[src/hw/tpgm_pkg.sv]
package tpgm_pkg;

  // counter geometry and restart values
  localparam int CNT_W = 16;
  localparam logic [15:0] COUNT_RESTART = 16'h0001;
  localparam logic [15:0] COUNT_RESET = 16'h0001;
  localparam logic [15:0] RELOAD_RESET = 16'hffff;
  localparam logic [15:0] PWM_RESET = 16'h0000;
  localparam logic [15:0] COUNT_STEP = 16'h0001;

  // operating mode codes, four bits wide
  localparam logic [3:0] MODE_PWM_SINGLE = 4'h3;
  localparam logic [3:0] MODE_CAPTURE = 4'h4;
  localparam logic [3:0] MODE_COMPARE = 4'h5;
  localparam logic [3:0] MODE_GATED = 4'h6;
  localparam logic [3:0] MODE_CAP_CMP = 4'h7;
  localparam logic [3:0] MODE_PWM_DUAL = 4'h8;
  localparam logic [3:0] MODE_CAP_RESTART = 4'h9;

  // interrupt source selection
  localparam logic [1:0] ICFG_CAPTURE_ONLY = 2'h2;
  localparam logic [1:0] ICFG_RELOAD_ONLY = 2'h3;

  // prescaler: divide by two to the power of the setting
  localparam int PRE_W = 7;
  localparam int PRESCALE_W = 3;
  localparam logic [7:0] PRE_ONE = 8'h01;
  localparam logic [6:0] PRE_RESET = 7'h00;
  localparam logic [6:0] PRE_STEP = 7'h01;

  // deadband limit in system clocks
  localparam int DEAD_W = 8;
  localparam logic [7:0] DEAD_MAX = 8'h80;
  localparam logic [7:0] DEAD_STEP = 8'h01;

  // input synchroniser depth
  localparam int SYNC_STAGES = 2;

  // run state of the counter
  typedef enum logic [1:0] {
    tpgm_off,
    tpgm_wait,
    tpgm_run
  } tpgm_state_e;

endpackage

[src/hw/tpgm_timer.sv]
// Behaviour
// - single drives one pin, dual adds complement
// - pwm output toggles when count equals match
// - at reload interrupt, count restarts at 0001h
// - pwm output starts at polarity, resets at reload
// - dual outputs delay rising edges by deadband
// - loaded start count only shapes first pass
// - high time follows match, reload and polarity
// - capture edge copies count into pwm register
// - flag set on capture, cleared on reload
// - config picks capture, reload or both interrupts
// - input synchronised, capture two-three clocks late
// - capture modes toggle enabled output at reload
// - capture mode wraps, never resets count
// - capture restart resets on capture or reload
// - capture compare waits for first input edge
// - compare interrupts and toggles without reset
// - gated counts only while input active
// - gated interrupts on deassert, reload or both
// - gated reload restarts count and toggles output
// - mode is four bits split over two fields
module tpgm_timer #(
  parameter int CNT_W = tpgm_pkg::CNT_W
) (
  // clock and reset
  input wire logic clock,
  input wire logic nrst,
  // control fields
  input wire logic enable,
  input wire logic mode_select_field_hi,
  input wire logic [2:0] mode_select_field_lo,
  input wire logic [tpgm_pkg::PRESCALE_W-1:0] prescale,
  input wire logic output_polarity_bit,
  input wire logic output_function_en,
  input wire logic [tpgm_pkg::DEAD_W-1:0] deadband_delay_field,
  input wire logic [1:0] interrupt_source_config,
  // software loads of count, pwm value and reload
  input wire logic count_load,
  input wire logic [CNT_W-1:0] count_load_value,
  input wire logic pwm_load,
  input wire logic [CNT_W-1:0] pwm_load_value,
  input wire logic reload_load,
  input wire logic [CNT_W-1:0] reload_load_value,
  // timer pins
  input wire logic timer_in,
  output logic timer_out,
  output logic timer_out_n,
  // status
  output logic [CNT_W-1:0] count,
  output logic [CNT_W-1:0] pwm_value,
  output logic [CNT_W-1:0] reload_value,
  output logic capture_source_flag,
  output logic running,
  output logic timer_irq
);

  tpgm_pkg::tpgm_state_e state;
  tpgm_pkg::tpgm_state_e next_state;
  logic [tpgm_pkg::PRE_W-1:0] pre;
  logic out_level;

  // width check: the reset constants are sixteen bits wide
  initial begin
    if (CNT_W != tpgm_pkg::CNT_W) begin
      $error("tpgm_timer supports only a sixteen bit counter");
    end
  end

  // mode decode
  logic [3:0] mode;
  logic is_pwm;
  logic is_dual;
  logic is_cap;
  logic is_caprs;
  logic is_capcmp;
  logic is_cmp;
  logic is_gated;
  logic is_capture_class;
  logic is_restart_class;
  logic supported;

  assign mode = {mode_select_field_hi, mode_select_field_lo};
  assign is_dual = mode == tpgm_pkg::MODE_PWM_DUAL;
  assign is_pwm = is_dual || mode == tpgm_pkg::MODE_PWM_SINGLE;
  assign is_cap = mode == tpgm_pkg::MODE_CAPTURE;
  assign is_caprs = mode == tpgm_pkg::MODE_CAP_RESTART;
  assign is_capcmp = mode == tpgm_pkg::MODE_CAP_CMP;
  assign is_cmp = mode == tpgm_pkg::MODE_COMPARE;
  assign is_gated = mode == tpgm_pkg::MODE_GATED;
  assign is_capture_class = is_cap || is_caprs || is_capcmp;
  assign is_restart_class = is_pwm || is_caprs || is_capcmp || is_gated;
  assign supported = is_pwm || is_capture_class || is_cmp || is_gated;

  // timer input, synchronised before any use
  logic in_level;
  logic in_rise;
  logic in_fall;

  tpgm_sync_edge #(
    .STAGES(tpgm_pkg::SYNC_STAGES)
  ) u_sync (
    .clock(clock),
    .nrst(nrst),
    .pin(timer_in),
    .level(in_level),
    .rise(in_rise),
    .fall(in_fall)
  );

  // input qualification by polarity
  logic in_active;
  logic cap_edge;
  logic gate_drop;

  assign in_active = in_level == output_polarity_bit;
  assign cap_edge = output_polarity_bit ? in_rise : in_fall;
  assign gate_drop = output_polarity_bit ? in_fall : in_rise;

  // prescaler tick; mask of low bits set gives divide by 2^prescale
  logic [tpgm_pkg::PRE_W-1:0] pre_mask;
  logic run;
  logic tick;

  assign pre_mask = tpgm_pkg::PRE_W'((tpgm_pkg::PRE_ONE << prescale)
                                     - tpgm_pkg::PRE_ONE);
  assign run = state == tpgm_pkg::tpgm_run;
  assign tick = run && ((pre & pre_mask) == pre_mask);

  // counting events
  logic advance;
  logic reload_evt;
  logic match_evt;
  logic cap_evt;
  logic first_edge;
  logic drop_evt;
  logic restart;

  assign advance = tick && supported && (!is_gated || in_active);
  assign reload_evt = advance && count == reload_value;
  assign match_evt = is_pwm && advance && count == pwm_value;
  assign cap_evt = run && is_capture_class && cap_edge;
  assign first_edge = state == tpgm_pkg::tpgm_wait && cap_edge;
  assign drop_evt = run && is_gated && gate_drop;
  // plain capture and compare keep counting through reload
  assign restart = (is_restart_class && reload_evt)
                   || ((is_caprs || is_capcmp) && cap_evt);

  // interrupt source selection
  logic cap_irq_ok;
  logic rel_irq_ok;
  logic raise_cap;
  logic raise_rel;

  assign cap_irq_ok = interrupt_source_config != tpgm_pkg::ICFG_RELOAD_ONLY;
  assign rel_irq_ok = interrupt_source_config != tpgm_pkg::ICFG_CAPTURE_ONLY;
  assign raise_cap = (cap_evt || drop_evt) && cap_irq_ok;
  assign raise_rel = reload_evt && rel_irq_ok;

  // next count: software load first, then restart, then advance
  logic [CNT_W-1:0] next_count;

  assign next_count = count_load ? count_load_value
                    : restart ? tpgm_pkg::COUNT_RESTART
                    : advance ? count + tpgm_pkg::COUNT_STEP
                    : count;

  // next output level; pwm forces polarity at reload
  logic toggle_en;
  logic next_out_level;

  assign toggle_en = output_function_en && reload_evt
                     && (is_capture_class || is_cmp || is_gated);
  assign next_out_level = !run && state != tpgm_pkg::tpgm_wait
                          ? output_polarity_bit
                        : is_pwm && reload_evt ? output_polarity_bit
                        : match_evt ? ~out_level
                        : toggle_en ? ~out_level
                        : out_level;

  // run state: capture compare parks until the first edge
  always_comb begin
    next_state = state;
    case (state)
      tpgm_pkg::tpgm_off: begin
        if (enable) begin
          next_state = is_capcmp ? tpgm_pkg::tpgm_wait
                                 : tpgm_pkg::tpgm_run;
        end
      end
      tpgm_pkg::tpgm_wait: begin
        if (!enable) begin
          next_state = tpgm_pkg::tpgm_off;
        end else if (first_edge) begin
          next_state = tpgm_pkg::tpgm_run;
        end
      end
      tpgm_pkg::tpgm_run: begin
        if (!enable) begin
          next_state = tpgm_pkg::tpgm_off;
        end
      end
      default: begin
        next_state = tpgm_pkg::tpgm_off;
      end
    endcase
  end

  // state and prescaler; prescaler restarts whenever the state is not run, but keeps running while a gated input is inactive
  always_ff @(posedge clock or negedge nrst) begin
    if (!nrst) begin
      state <= tpgm_pkg::tpgm_off;
      pre <= tpgm_pkg::PRE_RESET;
    end else begin
      state <= next_state;
      pre <= run ? pre + tpgm_pkg::PRE_STEP : tpgm_pkg::PRE_RESET;
    end
  end

  // counter
  always_ff @(posedge clock or negedge nrst) begin
    if (!nrst) begin
      count <= tpgm_pkg::COUNT_RESET;
    end else begin
      count <= next_count;
    end
  end

  // pwm value doubles as capture register; capture beats software
  always_ff @(posedge clock or negedge nrst) begin
    if (!nrst) begin
      pwm_value <= tpgm_pkg::PWM_RESET;
    end else if (cap_evt) begin
      pwm_value <= count;
    end else if (pwm_load) begin
      pwm_value <= pwm_load_value;
    end
  end

  // reload value, written whole so no torn update reaches the compare
  always_ff @(posedge clock or negedge nrst) begin
    if (!nrst) begin
      reload_value <= tpgm_pkg::RELOAD_RESET;
    end else if (reload_load) begin
      reload_value <= reload_load_value;
    end
  end

  // interrupt pulse and source flag; a capture wins a tie
  always_ff @(posedge clock or negedge nrst) begin
    if (!nrst) begin
      timer_irq <= 1'b0;
      capture_source_flag <= 1'b0;
    end else begin
      timer_irq <= raise_cap || raise_rel;
      if (raise_cap) begin
        capture_source_flag <= 1'b1;
      end else if (raise_rel) begin
        capture_source_flag <= 1'b0;
      end
    end
  end

  // output level register
  always_ff @(posedge clock or negedge nrst) begin
    if (!nrst) begin
      out_level <= 1'b0;
    end else begin
      out_level <= next_out_level;
    end
  end

  // deadband pair, used only in dual output
  logic db_p;
  logic db_n;

  tpgm_deadband u_dead (
    .clock(clock),
    .nrst(nrst),
    .level(out_level),
    .dead(deadband_delay_field),
    .out_p(db_p),
    .out_n(db_n)
  );

  // pin outputs; the complement pin idles low outside dual mode
  always_ff @(posedge clock or negedge nrst) begin
    if (!nrst) begin
      timer_out <= 1'b0;
      timer_out_n <= 1'b0;
    end else begin
      timer_out <= is_dual ? db_p : out_level;
      timer_out_n <= is_dual & db_n;
    end
  end

  assign running = run;

endmodule // tpgm_timer

[src/hw/tpgm_sync_edge.sv]
// input synchroniser with edge detect behind the last stage
module tpgm_sync_edge #(
  parameter int STAGES = tpgm_pkg::SYNC_STAGES
) (
  // clock and reset
  input wire logic clock,
  input wire logic nrst,
  // raw pin
  input wire logic pin,
  // synchronised level and edges
  output logic level,
  output logic rise,
  output logic fall
);

  logic [STAGES-1:0] stage;
  logic prev;

  // the first flop only feeds the next flop; edges come from later ones
  initial begin
    if (STAGES < 2) begin
      $error("tpgm_sync_edge needs at least two stages");
    end
  end

  // shift chain, one flop per stage
  genvar i;
  generate
    for (i = 0; i < STAGES; i++) begin : g_stage
      always_ff @(posedge clock or negedge nrst) begin
        if (!nrst) begin
          stage[i] <= 1'b0;
        end else begin
          stage[i] <= (i == 0) ? pin : stage[(i == 0) ? 0 : i - 1];
        end
      end
    end
  endgenerate

  // delayed copy for edge detection
  always_ff @(posedge clock or negedge nrst) begin
    if (!nrst) begin
      prev <= 1'b0;
    end else begin
      prev <= stage[STAGES-1];
    end
  end

  assign level = stage[STAGES-1];
  assign rise = stage[STAGES-1] & ~prev;
  assign fall = ~stage[STAGES-1] & prev;

endmodule // tpgm_sync_edge

[src/hw/tpgm_deadband.sv]
// complementary pair whose rising edges wait out a deadband
module tpgm_deadband (
  // clock and reset
  input wire logic clock,
  input wire logic nrst,
  // requested level and delay
  input wire logic level,
  input wire logic [tpgm_pkg::DEAD_W-1:0] dead,
  // driven pair
  output logic out_p,
  output logic out_n
);

  logic [tpgm_pkg::DEAD_W-1:0] wait_cnt;
  logic last;
  logic [tpgm_pkg::DEAD_W-1:0] dead_lim;
  logic changed;
  logic settled;
  logic dead_zero;

  // values above the limit are clipped rather than wrapping
  assign dead_lim = (dead > tpgm_pkg::DEAD_MAX) ? tpgm_pkg::DEAD_MAX : dead;
  assign changed = level != last;
  assign settled = !changed && wait_cnt == '0;
  // zero gap lets the rising side follow in the same cycle as the fall
  assign dead_zero = dead_lim == '0;

  // countdown restarts on every change of the requested level
  always_ff @(posedge clock or negedge nrst) begin
    if (!nrst) begin
      wait_cnt <= '0;
      last <= 1'b0;
    end else begin
      last <= level;
      if (changed) begin
        // the change cycle itself is the first clock of the gap
        wait_cnt <= dead_zero ? '0 : dead_lim - tpgm_pkg::DEAD_STEP;
      end else if (wait_cnt != '0) begin
        wait_cnt <= wait_cnt - tpgm_pkg::DEAD_STEP;
      end
    end
  end

  // falling edges are immediate, rising edges wait for the gap
  always_ff @(posedge clock or negedge nrst) begin
    if (!nrst) begin
      out_p <= 1'b0;
      out_n <= 1'b0;
    end else begin
      out_p <= level & (changed ? dead_zero : (settled | out_p));
      out_n <= ~level & (changed ? dead_zero : (settled | out_n));
    end
  end

endmodule // tpgm_deadband

[config.mk]
export PLATFORM = sky130hd
export DESIGN_NAME = tpgm_timer
export DESIGN_NICKNAME = d
export VERILOG_FILES = /design/src/hw/tpgm_pkg.sv /design/src/hw/tpgm_timer.sv /design/src/hw/tpgm_sync_edge.sv /design/src/hw/tpgm_deadband.sv
export SDC_FILE = /design/constraint.sdc
export NUM_CORES = 1
export LEC_CHECK = 0
export ABC_AREA = 1
export BUFFER_PORTS_ARGS = -buffer_cell sky130_fd_sc_hd__buf_2
export CORE_AREA = 2 2 128 105
export CTS_CLUSTER_SIZE = 24
export DETAILED_ROUTE_END_ITERATION = 16
export DIE_AREA = 0 0 130 107
export PLACE_DENSITY = 0.7
export SLEW_MARGIN = 40
export SYNTH_ARGS = -nofsm -noshare
export SYNTH_HDL_FRONTEND = slang
export SYNTH_SLANG_ARGS = --single-unit
[constraint.sdc]
create_clock -name clock -period 1.82 [get_ports clock]
set_input_delay 0.182 -clock clock [delete_from_list [all_inputs] [get_ports clock]]
set_output_delay 0.182 -clock clock [all_outputs]
set_load 0.1 [all_outputs]
==> results of run 1 <==
[cells in the final DEF, fill, tap and decap left out, types with 14 or more instances in the layout]
master   netlist  final
a21oi_1       20     19
buf_2          8    125
buf_4          3     45
dfrtp_1       59     41
dfrtp_2        0     14
inv_1         84     82
inv_2         13     14
nand2_1      194    185
nand3_1       62     56
nor2_1        48     43
o21ai_0       28     27
xnor2_1       18     18
[power groups by stage]
stage	Clock, W	Combinational [W]	Sequential, W
final	0.00160	0.00380	0.00240
after global routing	0.00172	0.00411	0.00245
after floorplan	0	0.00168	0.00359
after detailed placement	0	0.00374	0.00243
after global placement	0	0.00371	0.00242
after CTS	0.00165	0.00376	0.00240
[worst max-delay path by stage]
stage | cells after the start | endpoint | start
finish | 14 | count[3]$_DFFE_PN0P_ | count[0]$_DFFE_PN1P_
global placement | 13 | count[5]$_DFFE_PN0P_ | reload_value[12]$_DFFE_PN1P_
detailed placement | 12 | count[3]$_DFFE_PN0P_ | count[0]$_DFFE_PN1P_
global route | 14 | count[3]$_DFFE_PN0P_ | count[0]$_DFFE_PN1P_
floorplan | 13 | count[9]$_DFFE_PN0P_ | state[0]$_DFFE_PN0P_
CTS | 12 | count[1]$_DFFE_PN0P_ | count[0]$_DFFE_PN1P_
[logic make-up after synthesis]
logic type               after synthesis
AND/OR/NAND/NOR                      352
buffers and inverters                125
flip-flops                            76
AO/OA/AOI/OAI                         75
XOR/XNOR                              30
multiplexers                          11
adder cells (fa/ha/maj)                8
[worst max-delay path: cells and delay by family (launching register included)]
family        cells  cell delay (ns)
buf+inv           3             0.19
flops             1             0.66
simple gates     11             0.86
[registers in the layout (all words and copies together), names as in the netlist, 2 cells and up]
register	count
count	16
pre	7
pwm_value	16
reload_value	16
state	2
u_dead.wait_cnt	8
[layer usage]
layer / vias to the layer above / wire [um]
li1: 2477 / -
met1: 2228 / 6790
met2: 172 / 6200
met3: 15 / 1290
met4: 0 / 213
met5: - / 0
[final cells by class]
| type | count | area [um^2] |
|---|---|---|
| Clock inverter | 5 | 30.0 |
| Fill cell | 1250 | 6050 |
| Sequential cell | 76 | 1970 |
| Inverter | 98 | 373 |
| Tap cell | 175 | 219 |
| Multi-Input combinational cell | 476 | 2690 |
| Antenna cell | 1 | 2.50 |
| Timing Repair Buffer | 177 | 1070 |
| Clock buffer | 11 | 233 |
[metrics by stage]
stage	power [W]	hold slack [ns]	std cells	area (um^2)	TNS (ns)
finish	0.00781	0.0581	1019	6590	-0.00169
CTS	0.00781	0.0513	1016	6460	0
floorplan	0.00526	-0.114	677	5100	-2.90
detailed placement	0.00616	0.190	998	6160	-0.0297
global placement	0.00613	0.189	998	6160	0
global route	0.00829	0.0768	1018	6580	-1.62
[repair_timing]
item / CTS / global route
setup endpoints to repair: 6 / 27
setup buffers: 0 / 2
hold buffers: 2 / 0
pin swaps: 1 / 16
resized for setup: 4 / 26
hold endpoints to repair: 27 / 0
==> impl_results.md, run 1 <==
- Status: finished with violations
- Violated checks: setup timing
- Hold/Removal Path Class: input port to flip-flop
- Headroom to the max-slew limit: approximately 65%
- Synthesized area: 0.00499 mm^2
- Drt first pass iters: 5
- Synthesized Nets: approximately 760
- Post-synthesis share of cell area spent on and, or, nand and nor gates: between 30% and 40%
- Row Count: 37
- Post-Synth XOR/XNOR Area: 5.27%
- Overall routing resource usage: 21.2%
- IO buf count: between 100 and 150
- Share of the synthesized area in compound gates (AO/OA/AOI/OAI): between 10 and 15%
- Minimum setup slack among reg-to-reg paths: -0.002 ns
- Initial core utilization: between 30% and 40%
- Final worst clock skew: 0.00890 ns
- Post-DP HPWL: about 11,000 um
- Gp weighted congestion: 0.902
- Core box area: 0.0126 mm^2
- Clock latency at the later pin of the worst-skew pair: 0.33 ns
- Cell with the most instances on the worst path: nand2_2
- Largest net degree at the start of global routing: 38
- Hold Crit Start: reload_load_value[8]
- Multiplexer fraction of the synthesized cell area: roughly 2.5%
- WP data required: about 2.0 ns
- Final worst setup slack: -0.00169 ns
- Most repeated cell in the gate-level netlist after synthesis: nand2_1
- First-pass GRT wire length: between 20,000 and 25,000 um
- Delay of the slowest critical-path stage: 0.66 ns
- Number of synthesized flops with an enable pin: 0
- Unrepaired setup endpoints after global routing: yes
- Die height: 107 um
- Logic gate share of total power: roughly 49%
- Depth of the worst register-to-register path: 14
- Pre-CTS worst setup slack: -0.0225 ns
- Number of warnings reported in the yosys synthesis log: 0
- Final setup vio count: 1
- Layout Area Growth over Synthesis: 32.0%
- Number of vias per cell after detailed routing: about 4.8
- CTS max path bufs: 2
- Most frequent cells after synthesis: nand2_1 (194), inv_1 (84), nand3_1 (62)
- Area share of fa/ha/maj cells after synthesis: 2.01%
- Flop pwr share: between 30% and 40%
- Max Clk Rate: 0.549 GHz
- Count of mapped cells out of synthesis: between 600 and 700
- Crit Reg-Reg Startpoint: count[0]$_DFFE_PN1P_
- Terminus of the critical flop-to-flop path: count[3]$_DFFE_PN0P_
- Largest family of logic cells by synthesized area: simple AND/OR/NAND/NOR gates
- Sw Ratio: between 40% and 50%
- Ratio of cells with drive above 1 in the final layout: 37.5%
- Congestion Overflow GR: 0
- Power per standard cell area: about 1200 mW/mm^2
- Number of antenna violations at the first check in global routing: 1
- Main area contributors after synthesis: dfrtp_1 (30%), nand2_1 (15%), dfstp_2 (9.0%)
- Clock Root Buffer: clkbuf_16
- Cells traversed along the worst timing path: inv_2 -> nand2_1 -> nand3_1 -> nor2_1 -> nand2_1 -> nor2_4 -> buf_6 -> nand2_2 -> nand2_2 -> nand2_4 -> nand2_2 -> nand2_2 -> nand2_2 -> inv_1
- Post-detailed-route wirelength per cell: about 14 um
- Startpoint type of the worst setup path: flip-flop
- Total clock sinks: 76
- Cell Int Power: roughly 0.0041 W
- Mean cell area of the mapped netlist: about 7.4 um^2
- Sequential fraction of the synthesis area: ~39%
- Met2 demand-to-capacity share in global routing: around 30%
- Via count of the first global-routing pass: between 4,000 and 5,000
- Global-route met1 utilization: 32.3%
- I/O pin total: 127
- Total detailed-routing wirelength: 14,500 um
- Slew Viols, Final: 0
- Capture endpoint of the worst hold path: reload_value[8]$_DFFE_PN1P_
- Synth cell types: 42
- Type of the worst setup path: flip-flop to flip-flop
- Leakage power of the design: 3.39 nW
- Total Nets Final: between 900 and 1,000
- Busiest metal layer after global routing: met1
- Die X: approximately 130 um
- Number of endpoints with negative hold slack in the final report: 0
- Clock transition time at the flip-flop clock pins of the worst setup and hold paths: around 0.060 ns
- Seq cells post-synth: 76
- Global-route met3 utilization: under 10%
- Largest area contributor in the synthesized netlist: dfrtp_1
- Final routed DRC violation total: 0
- Number of cells on the worst hold path: 3
- DIE AREA: 0.0139 mm^2
- Category of the worst setup path capture point: flip-flop
- Power dissipated by switching net loads: 0.00371 W
- Worst Max-Slew Pin Slew: roughly 0.52 ns
- Arrival time of data at the critical path endpoint: about 2 ns
- Leading register cell type out of synthesis: dfrtp_1
- H-tree levels: 3
- Post-route fraction of the period consumed by the critical path: 100%
- Antenna violation net count after detailed routing: 0
- Async set or reset register ratio after synthesis: 100%
- Vias after detailed routing: roughly 4,900
- CP max FO: 5
- Inserted Clock Buffers: 9
- Peak supply drop: just under 0.6 mV
- Clk network pwr share: between 20% and 30%
- TritonCTS clock tree: built
- Time the final worst path needs with I/O delays and setup: between 1.5 and 2 ns
- # Max-Cap Violations: 0
- Master of the slowest instance on the critical path: dfstp_4
- Core utilization of the finished layout: roughly 52%
- Yosys top cell area share: 29.6%
- Count of routing violations after the opening detailed-route iteration: 355
Note: power is estimated with default switching activity, not from simulation.
==> run 2, diff against run 1 <==
- SKIP_LAST_GASP: unset -> 1
==> run 2 against run 1 <==
The flow now finishes without violations. Register-to-register slack is essentially flat. Design area fell by 0.11%. Final cell count did not move. Core utilization down 0.059 points. Highest routed layer unchanged.
==> impl_results.md, run 2 (same netlist as run 1, synthesis figures left out) <==
- I/O pin total: 127 (unchanged)
- Overall routing resource usage: 21.2% (unchanged)
- # Max-Cap Violations: 0 (unchanged)
- Kind of cell adding the most delay to the critical path: simple AND/OR/NAND/NOR gates (unchanged)
- Most common cell after layout, fill and taps aside: nand2_1 (unchanged)
- Type of the worst setup path: flip-flop to flip-flop (unchanged)
- Pre-CTS worst setup slack: -0.0225 ns (unchanged)
- Inserted Clock Buffers: 9 (unchanged)
- Time the final worst path needs with I/O delays and setup: 1.82 ns (about the same)
- Registers with the highest flip-flop counts: count: 16 flops, pwm_value: 16 flops, reload_value: 16 flops (unchanged)
- Count of routing violations after the opening detailed-route iteration: 309 (was 355)
- Unrepaired setup endpoints after global routing: yes (unchanged)
- Instance area after placement: 0.00616 mm^2 (unchanged)
- Initial core utilization: 39.5% (unchanged)
- Number of endpoints with negative hold slack in the final report: 0 (unchanged)
- Final routed DRC violation total: 0 (unchanged)
- Drt first pass iters: 5 (unchanged)
- Largest net degree at the start of global routing: 38 (unchanged)
- Power per standard cell area: 1190 mW/mm^2 (about the same)
- Die height: 107 um (unchanged)
- Row Count: 37 (unchanged)
- Vias after detailed routing: 4,907 (was 4,892)
- CP max FO: 5 (unchanged)
- Number of antenna violations at the first check in global routing: 1 (unchanged)
- Final worst setup slack: 0.000753 ns (was -0.00169 ns)
- Arrival time of data at the critical path endpoint: 2.04 ns (about the same)
- Area of all placed cells without fillers: 0.00658 mm^2 (was 0.00659 mm^2)
- Via count of the first global-routing pass: 4,537 (unchanged)
- Gp weighted congestion: 0.902 (unchanged)
- Layout Area Growth over Synthesis: 31.9% (was 32.0%)
- CTS max path bufs: 2 (unchanged)
- Worst Max-Slew Pin Slew: 0.522 ns (about the same)
- H-tree levels: 3 (unchanged)
- Headroom to the max-slew limit: 65.4% (about the same)
- Setup tns final: 0 ns (was -0.00169 ns)
- Hold/Removal Path Class: input port to flip-flop (unchanged)
- DIE AREA: 0.0139 mm^2 (unchanged)
- Status: finished, final reports clean (was finished with violations)
- TritonCTS clock tree: built (unchanged)
- Post-detailed-route wirelength per cell: 14.2 um (about the same)
- Clock Root Buffer: clkbuf_16 (unchanged)
- Congestion Overflow GR: 0 (unchanged)
- Master of the slowest instance on the critical path: dfstp_4 (unchanged)
- Core box area: 0.0126 mm^2 (unchanged)
- First-pass GRT wire length: 23,000 um (unchanged)
- Final worst clock skew: 0.00942 ns (was 0.00890 ns)
- Leakage power of the design: 3.38 nW (was 3.39 nW)
- Peak supply drop: 0.579 mV (about the same)
- Ratio of cells with drive above 1 in the final layout: 37.2% (was 37.5%)
- Slew Viols, Final: 0 (unchanged)
- Cells traversed along the worst timing path: inv_2 -> nand2_1 -> nand3_1 -> nor2_1 -> nand2_1 -> nor2_4 -> buf_6 -> nand2_2 -> nand2_2 -> nand2_4 -> nand2_2 -> nand2_2 -> nand2_2 -> inv_1 (unchanged)
- Category of the worst setup path capture point: flip-flop (unchanged)
- Clock transition time at the flip-flop clock pins of the worst setup and hold paths: 0.06 ns (about the same)
- Delay of the slowest critical-path stage: 0.66 ns (about the same)
- WP data required: 2.04 ns (about the same)
- Post-DP HPWL: 11,300 um (unchanged)
- Max Clk Rate: 0.550 GHz (was 0.549 GHz)
- Antenna violation net count after detailed routing: 0 (unchanged)
- Post-route fraction of the period consumed by the critical path: 100% (about the same)
- Final setup vio count: 0 (was 1)
- Die X: 130 um (unchanged)
- Core utilization of the finished layout: 52.0% (was 52.1%)
- Total clock sinks: 76 (unchanged)
- Total detailed-routing wirelength: 14,500 um (about the same)
- Startpoint type of the worst setup path: flip-flop (unchanged)
- IO buf count: 126 (unchanged)
- Total Nets Final: 920 (unchanged)
- Number of vias per cell after detailed routing: 4.82 (was 4.80)
- Crit path buf inv count: 3 (unchanged)
- Clock latency at the later pin of the worst-skew pair: 0.33 ns (about the same)
- Cell with the most instances on the worst path: nand2_2 (unchanged)
- Commonest cells after routing, fill and taps aside: nand2_1 (186), buf_2 (125), inv_1 (82), nand3_1 (57), buf_4 (45) (was nand2_1 (185), buf_2 (125), inv_1 (82), nand3_1 (56), buf_4 (45))
run 2: worst paths after layout:
kind                                            from                        endpoint  slack (ns)  cells after the start
max in group asynchronous                       nrst    reload_value[15]$_DFFE_PN1P_        0.86                      3
max reg2reg                     count[0]$_DFFE_PN1P_            count[3]$_DFFE_PN0P_      0.0008                     14
min                             reload_load_value[8]     reload_value[8]$_DFFE_PN1P_        0.06                      3
min reg2reg                u_sync.stage[0]$_DFF_PN0_          u_sync.level$_DFF_PN0_        0.36                      0
max                             count[0]$_DFFE_PN1P_            count[3]$_DFFE_PN0P_      0.0008                     14
min in group asynchronous                       nrst  u_dead.wait_cnt[1]$_DFFE_PN0N_        0.36                      2
run 2: through the flow:
stage,power (W),hold slack (ns),cells
2_1_floorplan,0.00526,-0.114,677
3_3_place_gp,0.00613,0.189,998
3_5_place_dp,0.00616,0.190,998
4_1_cts,0.00781,0.0513,1016
5_1_grt,0.00828,0.0768,1018
6_report,0.00781,0.0564,1019
run 2: timing repair:
item	4_1_cts	5_1_grt
hold buffers	2	0
pin swaps	1	15
setup endpoints to repair	6	27
buffers inserted	0	2
endpoints found under the hold margin	27	0
gates resized for setup	4	24
run 2: tightest hold or removal path: stages:
cell and delay (ns):
buf_2 0.08, nand2_1 0.03, o21ai_0 0.06
run 2: metal layers:
layer	global-route usage, %	share of wire (%)
met1	32.3	47
met2	30.0	43
met3	5.04	8.2
met4	5.38	1.5
met5	0	0
run 2: cell type report:
class                   count  area [um^2]
repair buffers            177         1070
well taps                 175          219
fillers                  1249         6060
clock inverters             5         30.0
inverters                  98          373
diodes                      1         2.50
flip-flops and latches     76         1970
multi-input cells         476         2680
clock buffers              11          233
run 2: power breakdown:
group / switching [W] / total [W] / internal, W / leakage [nW]
sequential: 0.000323 / 0.00241 / 0.00208 / 0.890
clock: 0.000690 / 0.00161 / 0.000916 / 0.125
combinational: 0.00270 / 0.00379 / 0.00109 / 2.37
==> run 3, diff against run 2 <==
- CTS_BUF_LIST: unset -> sky130_fd_sc_hd__clkbuf_2 sky130_fd_sc_hd__clkbuf_4 sky130_fd_sc_hd__clkbuf_8
==> run 3 against run 2 <==
The run now ends with setup timing left. Maximum frequency down 1.6%. Final cell count unchanged. Die area unchanged. Non-clock buffer count unchanged. Worst hold slack worse by 0.027 ns. Sequential power about the same. Highest routed layer unchanged.
==> impl_results.md, run 3 (same netlist as run 1, synthesis figures left out) <==
- Status: finished with violations (was finished, final reports clean)
- Violated checks: setup timing
- Core utilization of the finished layout: 51.5% (was 52.0%)
- Total clock sinks: 76 (unchanged)
- Kind of cell adding the most delay to the critical path: simple AND/OR/NAND/NOR gates (unchanged)
- Post-route fraction of the period consumed by the critical path: 102% (was 100%)
- Vias after detailed routing: 4,890 (was 4,907)
- Overall routing resource usage: 21.4% (was 21.2%)
- Final total power: 0.00737 W (was 0.00781 W)
- Gp weighted congestion: 0.902 (unchanged)
- Max Clk Rate: 0.541 GHz (was 0.550 GHz)
- Congestion Overflow GR: 0 (unchanged)
- Number of antenna violations at the first check in global routing: 1 (unchanged)
- Clock Root Buffer: clkbuf_8 (was clkbuf_16)
- I/O pin total: 127 (unchanged)
- WP data required: 2.11 ns (was 2.04 ns)
- Most common cell after layout, fill and taps aside: nand2_1 (unchanged)
- CTS max path bufs: 2 (unchanged)
- Clock latency at the later pin of the worst-skew pair: 0.36 ns (was 0.33 ns)
- Final worst clock skew: 0.00895 ns (was 0.00942 ns)
- Die X: 130 um (unchanged)
- Final hold slack: 0.0296 ns (was 0.0564 ns)
- Core box area: 0.0126 mm^2 (unchanged)
- Ratio of cells with drive above 1 in the final layout: 38.2% (was 37.2%)
- Startpoint type of the worst setup path: flip-flop (unchanged)
- Power per standard cell area: 1130 mW/mm^2 (was 1190 mW/mm^2)
- Layout Area Growth over Synthesis: 30.5% (was 31.9%)
- Cell with the most instances on the worst path: nand2_1 (was nand2_2)
- CP max FO: 5 (unchanged)
- Peak supply drop: 0.536 mV (was 0.579 mV)
- Post-DP HPWL: 11,300 um (unchanged)
- Total detailed-routing wirelength: 14,400 um (was 14,500 um)
- Hold/Removal Path Class: input port to flip-flop (unchanged)
- First-pass GRT wire length: 23,000 um (about the same)
- Cell count after placement: 998 (unchanged)
- Registers with the highest flip-flop counts: count: 16 flops, pwm_value: 16 flops, reload_value: 16 flops (unchanged)
- Inserted Clock Buffers: 9 (unchanged)
- Category of the worst setup path capture point: flip-flop (unchanged)
- Headroom to the max-slew limit: 65.7% (was 65.4%)
- Pre-CTS worst setup slack: -0.0225 ns (unchanged)
- Final setup vio count: 1 (was 0)
- Crit path buf inv count: 1 (was 3)
- Delay of the slowest critical-path stage: 0.67 ns (was 0.66 ns)
- Number of vias per cell after detailed routing: 4.80 (was 4.82)
- Via count of the first global-routing pass: 4,536 (was 4,537)
- H-tree levels: 3 (unchanged)
- Worst Max-Slew Pin Slew: 0.518 ns (was 0.522 ns)
- Arrival time of data at the critical path endpoint: 2.14 ns (was 2.04 ns)
- Final routed DRC violation total: 0 (unchanged)
- Slew Viols, Final: 0 (unchanged)
- Type of the worst setup path: flip-flop to flip-flop (unchanged)
- Drt first pass iters: 5 (unchanged)
- IO buf count: 126 (unchanged)
- Commonest cells after routing, fill and taps aside: nand2_1 (186), buf_2 (124), inv_1 (81), nand3_1 (55), buf_4 (43) (was nand2_1 (186), buf_2 (125), inv_1 (82), nand3_1 (57), buf_4 (45))
- Cells traversed along the worst timing path: nand3_2 -> nor2_4 -> buf_4 -> nand2_1 -> nor2_2 -> xor2_1 -> nand3_1 -> nand2_1 -> nand3_1 -> nand2_1 (was inv_2 -> nand2_1 -> nand3_1 -> nor2_1 -> nand2_1 -> nor2_4 -> buf_6 -> nand2_2 -> nand2_2 -> nand2_4 -> nand2_2 -> nand2_2 -> nand2_2 -> inv_1)
- Initial core utilization: 39.5% (unchanged)
- TritonCTS clock tree: built (unchanged)
- Filler-free cell count of the finished design: 1,019 (unchanged)
- Number of endpoints with negative hold slack in the final report: 0 (unchanged)
- Final worst setup slack: -0.0291 ns (was 0.000753 ns)
- DIE AREA: 0.0139 mm^2 (unchanged)
- Number of filler instances in the final layout: 1,255 (was 1,249)
- # Max-Cap Violations: 0 (unchanged)
- Leakage power of the design: 3.35 nW (was 3.38 nW)
- Die height: 107 um (unchanged)
- Antenna violation net count after detailed routing: 0 (unchanged)
- Count of routing violations after the opening detailed-route iteration: 318 (was 309)
- Post-detailed-route wirelength per cell: 14.1 um (was 14.2 um)
- Unrepaired setup endpoints after global routing: yes (unchanged)
- Time the final worst path needs with I/O delays and setup: 1.85 ns (was 1.82 ns)
- Clock transition time at the flip-flop clock pins of the worst setup and hold paths: 0.08 ns (was 0.06 ns)
- Largest net degree at the start of global routing: 38 (unchanged)
- Master of the slowest instance on the critical path: dfstp_4 (unchanged)
- Total Nets Final: 920 (unchanged)
- Row Count: 37 (unchanged)
==> run 3: cell count changes in the layout (fill, tap and decap cells not counted), sizes merged <==
cell / previous run / this run
clkbuf: 11 / 12
buf: 175 / 174
==> run 3: routing by layer <==
metal | part of all wire [%] | global-route usage [%]
met1 | 47 | 32.2
met4 | 2.3 | 6.99
met5 | 0 | 0
met3 | 8.5 | 5.09
met2 | 42 | 29.9
==> run 3: worst reg2reg max path, cell delays in order (launching register included) <==
cell and delay [ns]:
dfstp_4 0.67, nand3_2 0.11, nor2_4 0.13, buf_4 0.12
nand2_1 0.09, nor2_2 0.13, xor2_1 0.24, nand3_1 0.11
nand2_1 0.07, nand3_1 0.06, nand2_1 0.07
==> run 3: per-stage QoR <==
| step | TNS [ns] | instance area [um^2] |
|---|---|---|
| final | -0.0291 | 6510 |
| after global routing | -1.44 | 6500 |
| after CTS | 0 | 6370 |
| after detailed placement | -0.0297 | 6160 |
| after global placement | 0 | 6160 |
| after floorplan | -2.90 | 5100 |
==> run 3: where the power goes <==
group          internal [W]  switching (W)
Combinational       0.00111        0.00271
Sequential          0.00208       0.000326
Clock              0.000518       0.000633
Total               0.00371        0.00367
==> run 3: worst paths after layout <==
kind | end | cells after the start | startpoint | slack, ns
worst max-delay path | count[13]$_DFFE_PN0P_ | 10 | count[0]$_DFFE_PN1P_ | -0.03
worst min-delay path | reload_value[8]$_DFFE_PN1P_ | 3 | reload_load_value[8] | 0.03
worst max register to register | count[13]$_DFFE_PN0P_ | 10 | count[0]$_DFFE_PN1P_ | -0.03
worst min register to register | u_sync.level$_DFF_PN0_ | 0 | u_sync.stage[0]$_DFF_PN0_ | 0.36
max in group asynchronous | reload_value[15]$_DFFE_PN1P_ | 3 | nrst | 0.89
min in group asynchronous | u_dead.wait_cnt[1]$_DFFE_PN0N_ | 2 | nrst | 0.33
==> run 3: layout make-up <==
cell class                      count  area, um^2  area share (%)
Sequential cell                    76        1970            30.3
Tap cell                          175         219            3.36
Inverter                           98         370            5.69
Clock inverter                      5        30.0           0.461
Antenna cell                        1        2.50          0.0385
Timing Repair Buffer              177        1080            16.5
Clock buffer                       11         139            2.13
Multi-Input combinational cell    476        2700            41.5
==> run 3: what timing repair did <==
action,in CTS,in global routing
endpoints found under the hold margin,27,0
buffers inserted,0,2
setup endpoints to repair,6,29
gates resized for setup,4,31
pin swaps,1,20
hold buffers,2,0
